`src/logic/rcpd_pkg.sv`:
```
// constants, types and helpers for the rgb channel pwm dimmer
// assumes a 125 MHz system clock and a decoded serial-bus register port
// ------------------------------------------------------------------
// Overview of operation
// - each output channel owns its own 8-bit colour value register
// - channels 3m, 3m+1, 3m+2 share module intensity register m
// - each module intensity register gives 256 distinct steps; log mode merges codes 0..15 into one step
// - intensity resets to ff, which applies full 100% factor
// - one global input selects logarithmic or linear intensity curve
// - curve applies to intensity only, never to the colour value
// - 12-bit duty per channel, period near 30.5 kHz
// - all-off condition must last about 30 ms before power save
// - serial interface held in reset within 3 us of enable falling
// - pwm timing derived from a nominal 15 MHz oscillator tick
// - two address pins sampled to form the bus address
// - final duty is colour value times module intensity
// - 9 bits pwm plus 3 bits dither, frac of every eight pulses longer
// - three phase groups: leading, centre, trailing edge fixed, cyclic
// ------------------------------------------------------------------
package rcpd_pkg;
  localparam int unsigned CLK_FREQ_HZ   = 125_000_000;
  localparam int unsigned OSC_FREQ_HZ   = 15_000_000;
  localparam int unsigned TICK_DIV      = (CLK_FREQ_HZ + OSC_FREQ_HZ / 2) / OSC_FREQ_HZ;
  localparam logic [3:0]  TICK_LAST     = 4'(TICK_DIV - 1);
  localparam int unsigned PSM_TIME_MS   = 30;
  localparam int unsigned PSM_CYCLES    = PSM_TIME_MS * (CLK_FREQ_HZ / 1000);
  localparam int unsigned EN_L_TIME_US  = 3;
  localparam int unsigned EN_L_CYCLES   = EN_L_TIME_US * (CLK_FREQ_HZ / 1_000_000);
  localparam int unsigned NUM_CH        = 12;
  localparam int unsigned NUM_MOD       = 4;
  localparam logic [8:0]  PWM_LAST      = 9'h1ff;
  localparam logic [9:0]  PWM_STEPS     = 10'h200;
  localparam logic [7:0]  INTENSITY_RST = 8'hff;
  localparam logic [7:0]  COLOR_RST     = 8'h00;
  localparam logic [4:0]  IDX_INT_BASE  = 5'h00;
  localparam logic [4:0]  IDX_COL_BASE  = 5'h04;
  localparam logic [4:0]  IDX_COL_END   = 5'h10;
  localparam logic [4:0]  IDX_STATUS    = 5'h10;
  localparam logic [4:0]  ADDR_BASE     = 5'h0a; // arbitrary value
  localparam logic [21:0] OFF_CNT_RST   = 22'h000000;

  typedef enum logic [2:0]
  {
    ST_SHUT   = 3'b001,
    ST_NORMAL = 3'b010,
    ST_PSAVE  = 3'b100
  } rcpd_state_type;

  // perceptual curve, (x*x + x) / 256, monotonic with fixed end points
  function automatic logic [7:0] rcpd_log_curve(input logic [7:0] x);
    logic [15:0] sq;
    sq = 16'({8'h00, x} * {8'h00, x}) + {8'h00, x};
    return sq[15:8];
  endfunction : rcpd_log_curve
endpackage : rcpd_pkg

```
`src/logic/rcpd_dimmer_top.sv`:
```
// rgb channel pwm dimmer: colour and intensity registers, 12 phased pwm sinks
// assumes register writes arrive already decoded from the serial bus,
// synchronous to clk_sys_in
`timescale 1ns/10ps
`default_nettype none
module rcpd_dimmer_top
  import rcpd_pkg::*;
#(
  parameter int unsigned PSM_DEGLITCH_CYCLES = PSM_CYCLES
)
(
  input  wire logic        clk_sys_in,
  input  wire logic        reset_n_in,
  input  wire logic        enable_in,
  input  wire logic [1:0]  hw_address_pins_in,
  input  wire logic        log_scale_en_in,
  input  wire logic        dither_en_in,
  input  wire logic        power_save_en_in,
  input  wire logic        reg_write_in,
  input  wire logic [4:0]  reg_index_in,
  input  wire logic [7:0]  reg_wdata_in,
  output logic      [11:0] sink_output_out,
  output logic      [7:0]  reg_rdata_out,
  output logic      [6:0]  bus_address_out,
  output logic             iface_reset_out,
  output logic             power_save_out
);

  // ------------------------------------------------------------------
  // register file
  // ------------------------------------------------------------------
  logic [7:0]     channel_color_value_reg    [NUM_CH];
  logic [7:0]     module_intensity_value_reg [NUM_MOD];
  logic [11:0]    duty_act_reg               [NUM_CH];
  logic [11:0]    duty_calc                  [NUM_CH];
  logic [11:0]    sink_next;
  logic [11:0]    zero_vec;
  logic           clear_all;
  logic           is_int;
  logic           is_col;
  logic           is_stat;
  logic [4:0]     col_off;
  logic [3:0]     col_idx;
  logic [7:0]     rd_mux;
  rcpd_state_type state_reg;
  rcpd_state_type state_next;

  // registers clear in reset and while the enable pin is low
  assign clear_all = !reset_n_in || !enable_in;
  assign is_int    = (reg_index_in < IDX_COL_BASE);
  assign is_col    = (reg_index_in >= IDX_COL_BASE) && (reg_index_in < IDX_COL_END);
  assign is_stat   = (reg_index_in == IDX_STATUS);
  assign col_off   = reg_index_in - IDX_COL_BASE;
  assign col_idx   = col_off[3:0];

  // read mux, unmapped index reads zero
  assign rd_mux = is_int  ? module_intensity_value_reg[reg_index_in[1:0]] :
                  is_col  ? channel_color_value_reg[col_idx] :
                  is_stat ? {6'h00, state_reg == ST_PSAVE, state_reg == ST_NORMAL} :
                            8'h00;

  // colour and intensity writes
  always_ff @(posedge clk_sys_in)
  begin
    for (int i = 0; i < NUM_CH; i++)
    begin
      if (clear_all)
        channel_color_value_reg[i] <= COLOR_RST;
      else if (reg_write_in && is_col && col_idx == 4'(i))
        channel_color_value_reg[i] <= reg_wdata_in;
    end
    for (int m = 0; m < NUM_MOD; m++)
    begin
      if (clear_all)
        module_intensity_value_reg[m] <= INTENSITY_RST;
      else if (reg_write_in && is_int && reg_index_in[1:0] == 2'(m))
        module_intensity_value_reg[m] <= reg_wdata_in;
    end
  end

  // registered read data
  always_ff @(posedge clk_sys_in)
  begin
    if (!reset_n_in)
      reg_rdata_out <= 8'h00;
    else
      reg_rdata_out <= rd_mux;
  end

  // ------------------------------------------------------------------
  // oscillator tick and pwm period counter
  // ------------------------------------------------------------------
  logic [3:0] div_reg;
  logic [8:0] cnt_reg;
  logic [2:0] frame_reg;
  logic       tick;
  logic       period_end;

  assign tick       = (div_reg == TICK_LAST);
  assign period_end = tick && (cnt_reg == PWM_LAST);

  // 512 ticks of about 15.6 MHz (clk_sys_in / 8) give a period near 30.5 kHz
  always_ff @(posedge clk_sys_in)
  begin
    if (clear_all)
    begin
      div_reg   <= 4'h0;
      cnt_reg   <= 9'h000;
      frame_reg <= 3'h0;
    end
    else
    begin
      div_reg <= tick ? 4'h0 : div_reg + 4'h1;
      if (tick)
        cnt_reg <= cnt_reg + 9'h001;
      if (period_end)
        frame_reg <= frame_reg + 3'h1;
    end
  end

  // ------------------------------------------------------------------
  // per-channel duty and phase generation
  // ------------------------------------------------------------------
  genvar ch;
  generate
    for (ch = 0; ch < NUM_CH; ch++)
    begin : g_ch
      logic [7:0]  inten;
      logic [7:0]  curve;
      logic [15:0] prod;
      logic [9:0]  wid;
      logic [9:0]  start;
      logic [9:0]  cnt10;
      logic        on;

      assign inten = module_intensity_value_reg[ch / 3];
      // curve on intensity only, colour passes straight through
      assign curve = log_scale_en_in ? rcpd_log_curve(inten) : inten;
      assign prod  = 16'(channel_color_value_reg[ch] * ({1'b0, curve} + 9'h001));
      assign duty_calc[ch] = prod[15:4];
      // dither lengthens frac of every eight pulses by one step
      assign wid   = {1'b0, duty_act_reg[ch][11:3]}
                   + 10'(dither_en_in && (duty_act_reg[ch][2:0] > frame_reg));
      assign start = (PWM_STEPS - wid) >> 1;
      assign cnt10 = {1'b0, cnt_reg};
      assign zero_vec[ch] = (duty_act_reg[ch] == 12'h000);

      // phase group by channel position
      if (ch % 3 == 0)
      begin : g_lead
        assign on = cnt10 < wid;
      end
      else if (ch % 3 == 1)
      begin : g_mid
        assign on = (cnt10 >= start) && (cnt10 < start + wid);
      end
      else
      begin : g_trail
        assign on = cnt10 >= (PWM_STEPS - wid);
      end

      assign sink_next[ch] = on && (state_reg != ST_SHUT);

      // active duty reloads only at the period boundary
      always_ff @(posedge clk_sys_in)
      begin
        if (clear_all)
          duty_act_reg[ch] <= 12'h000;
        else if (period_end)
          duty_act_reg[ch] <= duty_calc[ch];
      end
    end
  endgenerate

  // sink outputs straight from flops
  always_ff @(posedge clk_sys_in)
  begin
    if (clear_all)
      sink_output_out <= 12'h000;
    else
      sink_output_out <= sink_next;
  end

  // ------------------------------------------------------------------
  // power save deglitch, interface reset and address capture
  // ------------------------------------------------------------------
  logic [21:0] off_cnt_reg;
  logic        all_off;
  logic        off_done;

  assign all_off  = &zero_vec;
  assign off_done = (off_cnt_reg == 22'(PSM_DEGLITCH_CYCLES - 1));

  // mode selection
  always_comb
  begin
    state_next = state_reg;
    case (state_reg)
      ST_SHUT:
        state_next = ST_NORMAL;
      ST_NORMAL:
        if (off_done && power_save_en_in)
          state_next = ST_PSAVE;
      ST_PSAVE:
        if (reg_write_in || !all_off || !power_save_en_in)
          state_next = ST_NORMAL;
      default:
        state_next = ST_SHUT;
    endcase
  end

  always_ff @(posedge clk_sys_in)
  begin
    if (clear_all)
      state_reg <= ST_SHUT;
    else
      state_reg <= state_next;
  end

  // all-off duration counter
  always_ff @(posedge clk_sys_in)
  begin
    if (clear_all || !all_off || !power_save_en_in || state_reg != ST_NORMAL)
      off_cnt_reg <= OFF_CNT_RST;
    else if (!off_done)
      off_cnt_reg <= off_cnt_reg + 22'h000001;
  end

  always_ff @(posedge clk_sys_in)
  begin
    if (clear_all)
      power_save_out <= 1'b0;
    else
      power_save_out <= (state_next == ST_PSAVE);
  end

  // interface reset one cycle after enable falls, far inside 3 us
  always_ff @(posedge clk_sys_in)
  begin
    if (!reset_n_in)
      iface_reset_out <= 1'b1;
    else
      iface_reset_out <= !enable_in;
  end

  // address tracks pins while disabled and on the first cycle after enable rises, then frozen
  always_ff @(posedge clk_sys_in)
  begin
    if (!reset_n_in)
      bus_address_out <= 7'h00;
    else if (!enable_in || iface_reset_out)
      bus_address_out <= {ADDR_BASE, hw_address_pins_in};
  end
endmodule : rcpd_dimmer_top
`default_nettype wire

```
`config.mk`:
```
export PLATFORM = sky130hd
export DESIGN_NAME = rcpd_dimmer_top
export DESIGN_NICKNAME = d
export VERILOG_FILES = /design/src/logic/rcpd_pkg.sv /design/src/logic/rcpd_dimmer_top.sv
export SDC_FILE = /design/constraint.sdc
export NUM_CORES = 2
export LEC_CHECK = 0
export BUFFER_PORTS_ARGS = -buffer_cell sky130_fd_sc_hd__buf_2
export CAP_MARGIN = 20
export CORE_MARGIN = 5
export CORE_UTILIZATION = 30
export CTS_BUF_LIST = sky130_fd_sc_hd__clkbuf_8
export CTS_CLUSTER_SIZE = 40
export DETAILED_ROUTE_END_ITERATION = 12
export PLACE_DENSITY_LB_ADDON = 0.12
export SETUP_SLACK_MARGIN = 0.05
export SYNTH_ARGS = -nofsm -noshare
export SYNTH_HDL_FRONTEND = slang
export SYNTH_SLANG_ARGS = --single-unit
```
`constraint.sdc`:
```
create_clock -name clk_sys_in -period 24.7 [get_ports clk_sys_in]
set_clock_uncertainty 0.05 [all_clocks]
set_input_delay 2.47 -clock clk_sys_in [delete_from_list [all_inputs] [get_ports clk_sys_in]]
set_output_delay 2.47 -clock clk_sys_in [all_outputs]
set_load 0.005 [all_outputs]
```
# Word level (Yosys, flattened, before mapping)
# Memory sizes are Yosys's and may differ from the RTL's.
# Cells that the tools add are included.
[word_totals]
out_inout_bits = 29
word_cells = 316
ff_bits = 66
in_bits = 22
mem_count = 3
mem_bits_rw = 272
[classes]
bitwise_logic = 28
n_eq_ne = 24
n_mul = 16
mux = 91
addsub = 37
order_cmp = 31
n_reduce_logical = 76
[memory_table]
columns = ["name", "words", "word_bits", "rd", "rd_clocked_by_memory_dff", "write_ports", "line_no", "rtl"]
rows = [
  ["duty_act_reg", 12, 12, 12, 0, 12, "rcpd_dimmer_top.sv:34", "logic [11:0] duty_act_reg [NUM_CH];"],
  ["channel_color_value_reg", 12, 8, 13, 0, 12, "rcpd_dimmer_top.sv:32", "logic [7:0] channel_color_value_reg [NUM_CH];"],
  ["module_intensity_value_reg", 4, 8, 5, 0, 4, "rcpd_dimmer_top.sv:33", "logic [7:0] module_intensity_value_reg [NUM_MOD];"],
]
[ops]
columns = ["cell", "count"]
rows = [
  ["$mux W8", 22],
  ["$logic_not A12 Y1", 12],
  ["$mux W12", 12],
  ["$mul A8 B16 Y16", 8],
  ["$add A9 B1 Y10", 12],
  ["$lt A9 B10 Y1", 8],
  ["$sub A10 B10 Y10 const A", 8],
  ["$add A16 B8 Y16", 4],
  ["$mul A8 B8 Y16", 4],
  ["$mul A8 B9 Y16", 4],
  ["$mux W1", 53],
  ["$logic_and A1 B1 Y1", 49],
  ["$add A9 B10 Y10", 4],
  ["$ge A9 B10 Y1", 4],
  ["$add A8 B1 Y9 const B", 4],
  ["$ge A9 B9 Y1", 4],
  ["$gt A3 B3 Y1", 12],
  ["$or A1 B1 Y1", 28],
  ["$add A22 B1 Y22 const B", 1],
  ["$eq A22 B22 Y1 const B", 1],
  ["$eq A4 B3 Y1 const B", 5],
  ["$eq A4 B4 Y1 const B", 4],
  ["$reduce_and A12 Y1", 1],
  ["$add A9 B1 Y9 const B", 1],
  ["25 further kinds", 38],
]

# Logic depth before layout (Yosys ltp)
# An unclocked memory read counts as a cell.
[logic_depth]
depth_word = 9
mapped_depth = 42
ltp_nobuf = 40

# Worst setup path before layout
# Ideal clock, no wire load.
[synth_timing]
path_type = "flip-flop to flip-flop"
start = "memory module_intensity_value_reg[0][5]"
end = "memory duty_act_reg[0][11], data pin"
arrival_time_ns = 9.216
required_time_ns = 24.380
setup_time_ns = 0.270
n_path_buf = 4
path_stages_with_launch = 41
slack_ns = 15.164
period_less_slack_ns = 9.536
cell_sequence = "edfxtp_1 > clkbuf_1 > inv_1 > nor2_1 > fa_1 > fa_1 > fa_1 > inv_1 > fa_1 > inv_1 > ha_1 > a211o_1 > a21o_1 > a221oi_1 > or2_2 > buf_2 > clkbuf_1 > inv_1 > (+5 left out) > and2_1 > fa_1 > inv_1 > fa_1 > inv_1 > fa_1 > inv_1 > fa_1 > inv_1 > ha_1 > a21boi_0 > o21ai_0 > a21oi_1 > a211o_1 > a21oi_1 > xnor2_1 > and3_1 > nor3_1"
[synth_rtl]
columns = ["element", "line_no"]
rows = [
  ["from (decl)", "rcpd_dimmer_top.sv:33"],
  ["to (decl)", "rcpd_dimmer_top.sv:34"],
]

==> impl_summary.md <==
Outcome
The run finished with clean final reports.

Clock network
The root buffer selected by CTS is clkbuf_8. After clock tree synthesis, the clock-pin slew on the worst setup and hold paths is 0.06 ns. No sink is reached through more buffers than the 3 on the longest clock path. TritonCTS built the clock tree.

The later pin in the worst-skew pair is clocked with a latency of 0.82 ns. The total clock buffers created by CTS is 75. CTS saw 338 sinks. Post-CTS timing repair inserted 0 buffers for setup. After clock tree synthesis, the repair step resized 0 gates. The number of hold buffers added after cts is 0.

The number of levels the H-tree was split into is 3.

Synth
The most instantiated library cell after synthesis is inv_1. The sequential fraction of the synthesis area is 16.8%. The count of cell types in the netlist is 106. The register bit total from synthesis is 338.

After synthesis, the most frequently instantiated cells are inv_1 (1008), ha_1 (789), and2_1 (692). The area share of the largest cell type after synthesis is 21.9%. The number of enable-type register cells in the synthesized netlist is 272. The average instance in the mapped netlist occupies 9.15 sq um. The post-synth design cell area is 56300 sq um. Among all flip-flop cells after synthesis, the most frequent one is edfxtp_1. The number of standard cells after synthesis is 6160. By area the synthesized netlist is led by fa_1 (22%), ha_1 (18%), edfxtp_1 (14%). After synthesis, the share of flip-flops with an asynchronous set or reset is 0%. For this run, the number of Yosys warnings is 0. The dominant cell type by area after synthesis is fa_1.

Floorplanning
The die covers 197000 sq um. The floorplan has 159 rows. 51 I/O pins were placed. The width of the die is 443 um. The core footprint is 187000 sq um.

Measured along the y axis, the die boundary spans 443 um. For this configuration, the core starts out at a cell density of 30.1%.

STA
The post-route clock period utilization is 44.5%. The count of pins over their slew limit is 0. The pin slew with the least headroom to its limit is 1.08 ns. Derived from the worst setup path, the maximum achievable clock frequency is 0.0910 GHz. The shortest period the worst path allows is 10.99 ns.

The final sum of negative setup slack is 0 ns. Setup repair after global routing left no endpoint under its margin. The final-report hold violation count was 0. Measured against its own limit, the worst slew margin works out to 27.7%. Setup violations remaining at the end of the flow were counted as 0.

Detailed routing
The wire length per cell is 19.9 um. Before antenna repair, the detailed router went through 5 iterations. After detailed routing, the number of vias per cell comes to 4.76. The routed layout has 41600 vias.

The overall routed net length is 174000 um. The count of nets left with antenna violations once routing finished came out at 0. In the routed design, unresolved DRC markers number 0. The number of DRC markers in iteration 0 is 2229.

Finish
The register with the most flip-flops in the layout has 144 of them. Of the cells placed in the final design, the portion with a size suffix greater than 1 is 5.65%. Relative to the synthesized area, the layout overhead comes to 8.82%. The final layout net count is 7595.

The final non-filler cell total is 8733.

Job
The tool flagged a number of max-cap violations equal to 0.

Placed design
Buffers placed on the I/O ports in this run total 47. The placed cell count is 8580. The wire-length estimate of the detail-placed layout is 136000 um. The placer congestion estimate is 0.804.

GRT
The first global-routing pass estimated 267000 um of wire. The via count of the first global-routing pass came to 43000. The total congestion overflow after global routing is 0. The number of antenna violations at the first check in global routing is 14.

For this run, the total global-route usage over all layers was measured as 17.7%. Entering global routing, the biggest net connects 61 pins.

Worst setup path
The depth of the most critical reg-to-reg path is 37. The endpoint arrival time on the critical path is 11.45 ns. In this design, the stage delay of the slowest critical-path cell is 0.65 ns. The worst setup path is launched from a flip-flop.

The slowest library cell on the worst path is edfxtp_1. On the critical path the largest part of the delay comes from adder cells. STA classifies the critical path endpoint as a flip-flop. The critical path contains buffers and inverters numbering 10 combined. The required time at the endpoint of the critical path is 25.17 ns. The count of cell instances traversed by the critical path is 37. The critical path is of the flip-flop to flip-flop type.

Of all nets on the critical path, the largest fanout is 28.

Hold path
The worst hold-check path type is flip-flop to flip-flop. The cell depth of the worst min-delay path is 1.
per-layer routing:
layer	track usage (%)	part of all wire, %	up-vias
met3	2.91	4.5	167
met1	25.3	49	20500
met5	0	0	-
met2	27.9	44	712
li1	-	-	20200
met4	4.27	2.6	0
per-stage QoR:
| step | area, sq um | hold slack (ns) | setup WS, ns | util [%] |
|---|---|---|---|---|
| 6_report | 61300 | 0.397 | 13.71 | 32.7 |
| 5_1_grt | 61300 | 0.424 | 12.83 | 32.7 |
| 4_1_cts | 61200 | 0.398 | 13.55 | 32.7 |
| 3_5_place_dp | 59600 | 0.389 | 13.60 | 31.8 |
| 3_3_place_gp | 59500 | 0.395 | 13.60 | 31.8 |
| 2_1_floorplan | 56300 | 0.368 | 15.16 | - |
placed cells by master (no fill, tap or decap), drive strengths merged, types with 18 or more instances in the layout:
master  count
a211oi     28
a21boi     18
a21o       96
a21oi     176
a31oi      26
and2      694
and3       88
buf       117
clkbuf     86
clkinv     20
dfxtp      66
edfxtp    272
fa        616
ha        789
inv      1035
mux2i      23
mux4       32
nand2     397
nand2b     75
nand3     121
nand4      32
nor2      346
nor2b     105
nor3       79
nor4       45
o21a       23
o21ai     157
or3        62
xnor2     233
xor2      123
path summary, 6_finish.rpt:
kind	startpoint	to	slack, ns
worst max-delay path	module_intensity_value_reg[0][5]	duty_act_reg[0][33]	13.71
worst min register to register	div_reg[0]	div_reg[0]	0.40
worst min-delay path	div_reg[0]	div_reg[0]	0.40
worst max register to register	module_intensity_value_reg[0][5]	duty_act_reg[0][33]	13.71
cell families after synthesis:
group	after synthesis	synth area share (%)
xor+xnor	357	5.64
other cells	1	0.00666
buf+inv	1202	8.14
flops	338	16.8
mux	59	1.78
compound gates	669	7.79
fa+ha+maj	1405	39.4
simple gates	2129	20.4
final cells by class:
| type | count | area [sq um] |
|---|---|---|
| sequential | 338 | 9490 |
| tap | 2495 | 3120 |
| inverter | 1012 | 3800 |
| multi-input combinational | 4622 | 42400 |
| antenna | 10 | 25.0 |
| timing repair buffer | 119 | 807 |
| clock buffer | 84 | 1160 |
| fill | 19400 | 126000 |
| clock inverter | 53 | 508 |
worst reg2reg max path, delay by kind of cell (launching register included):
family	cells	cell delay (ns)
xor gates and xnor gates	1	0.16
adders and majority gates	11	4.87
buffers and inverters	10	1.19
DFF	1	0.65
and+or+nand+nor	7	1.52
AOI/OAI and AO/OA	8	2.29
Power is left out: the tool's default activity adds up to more than one toggle a clock period on the data nets, which glitch-free logic cannot reach.
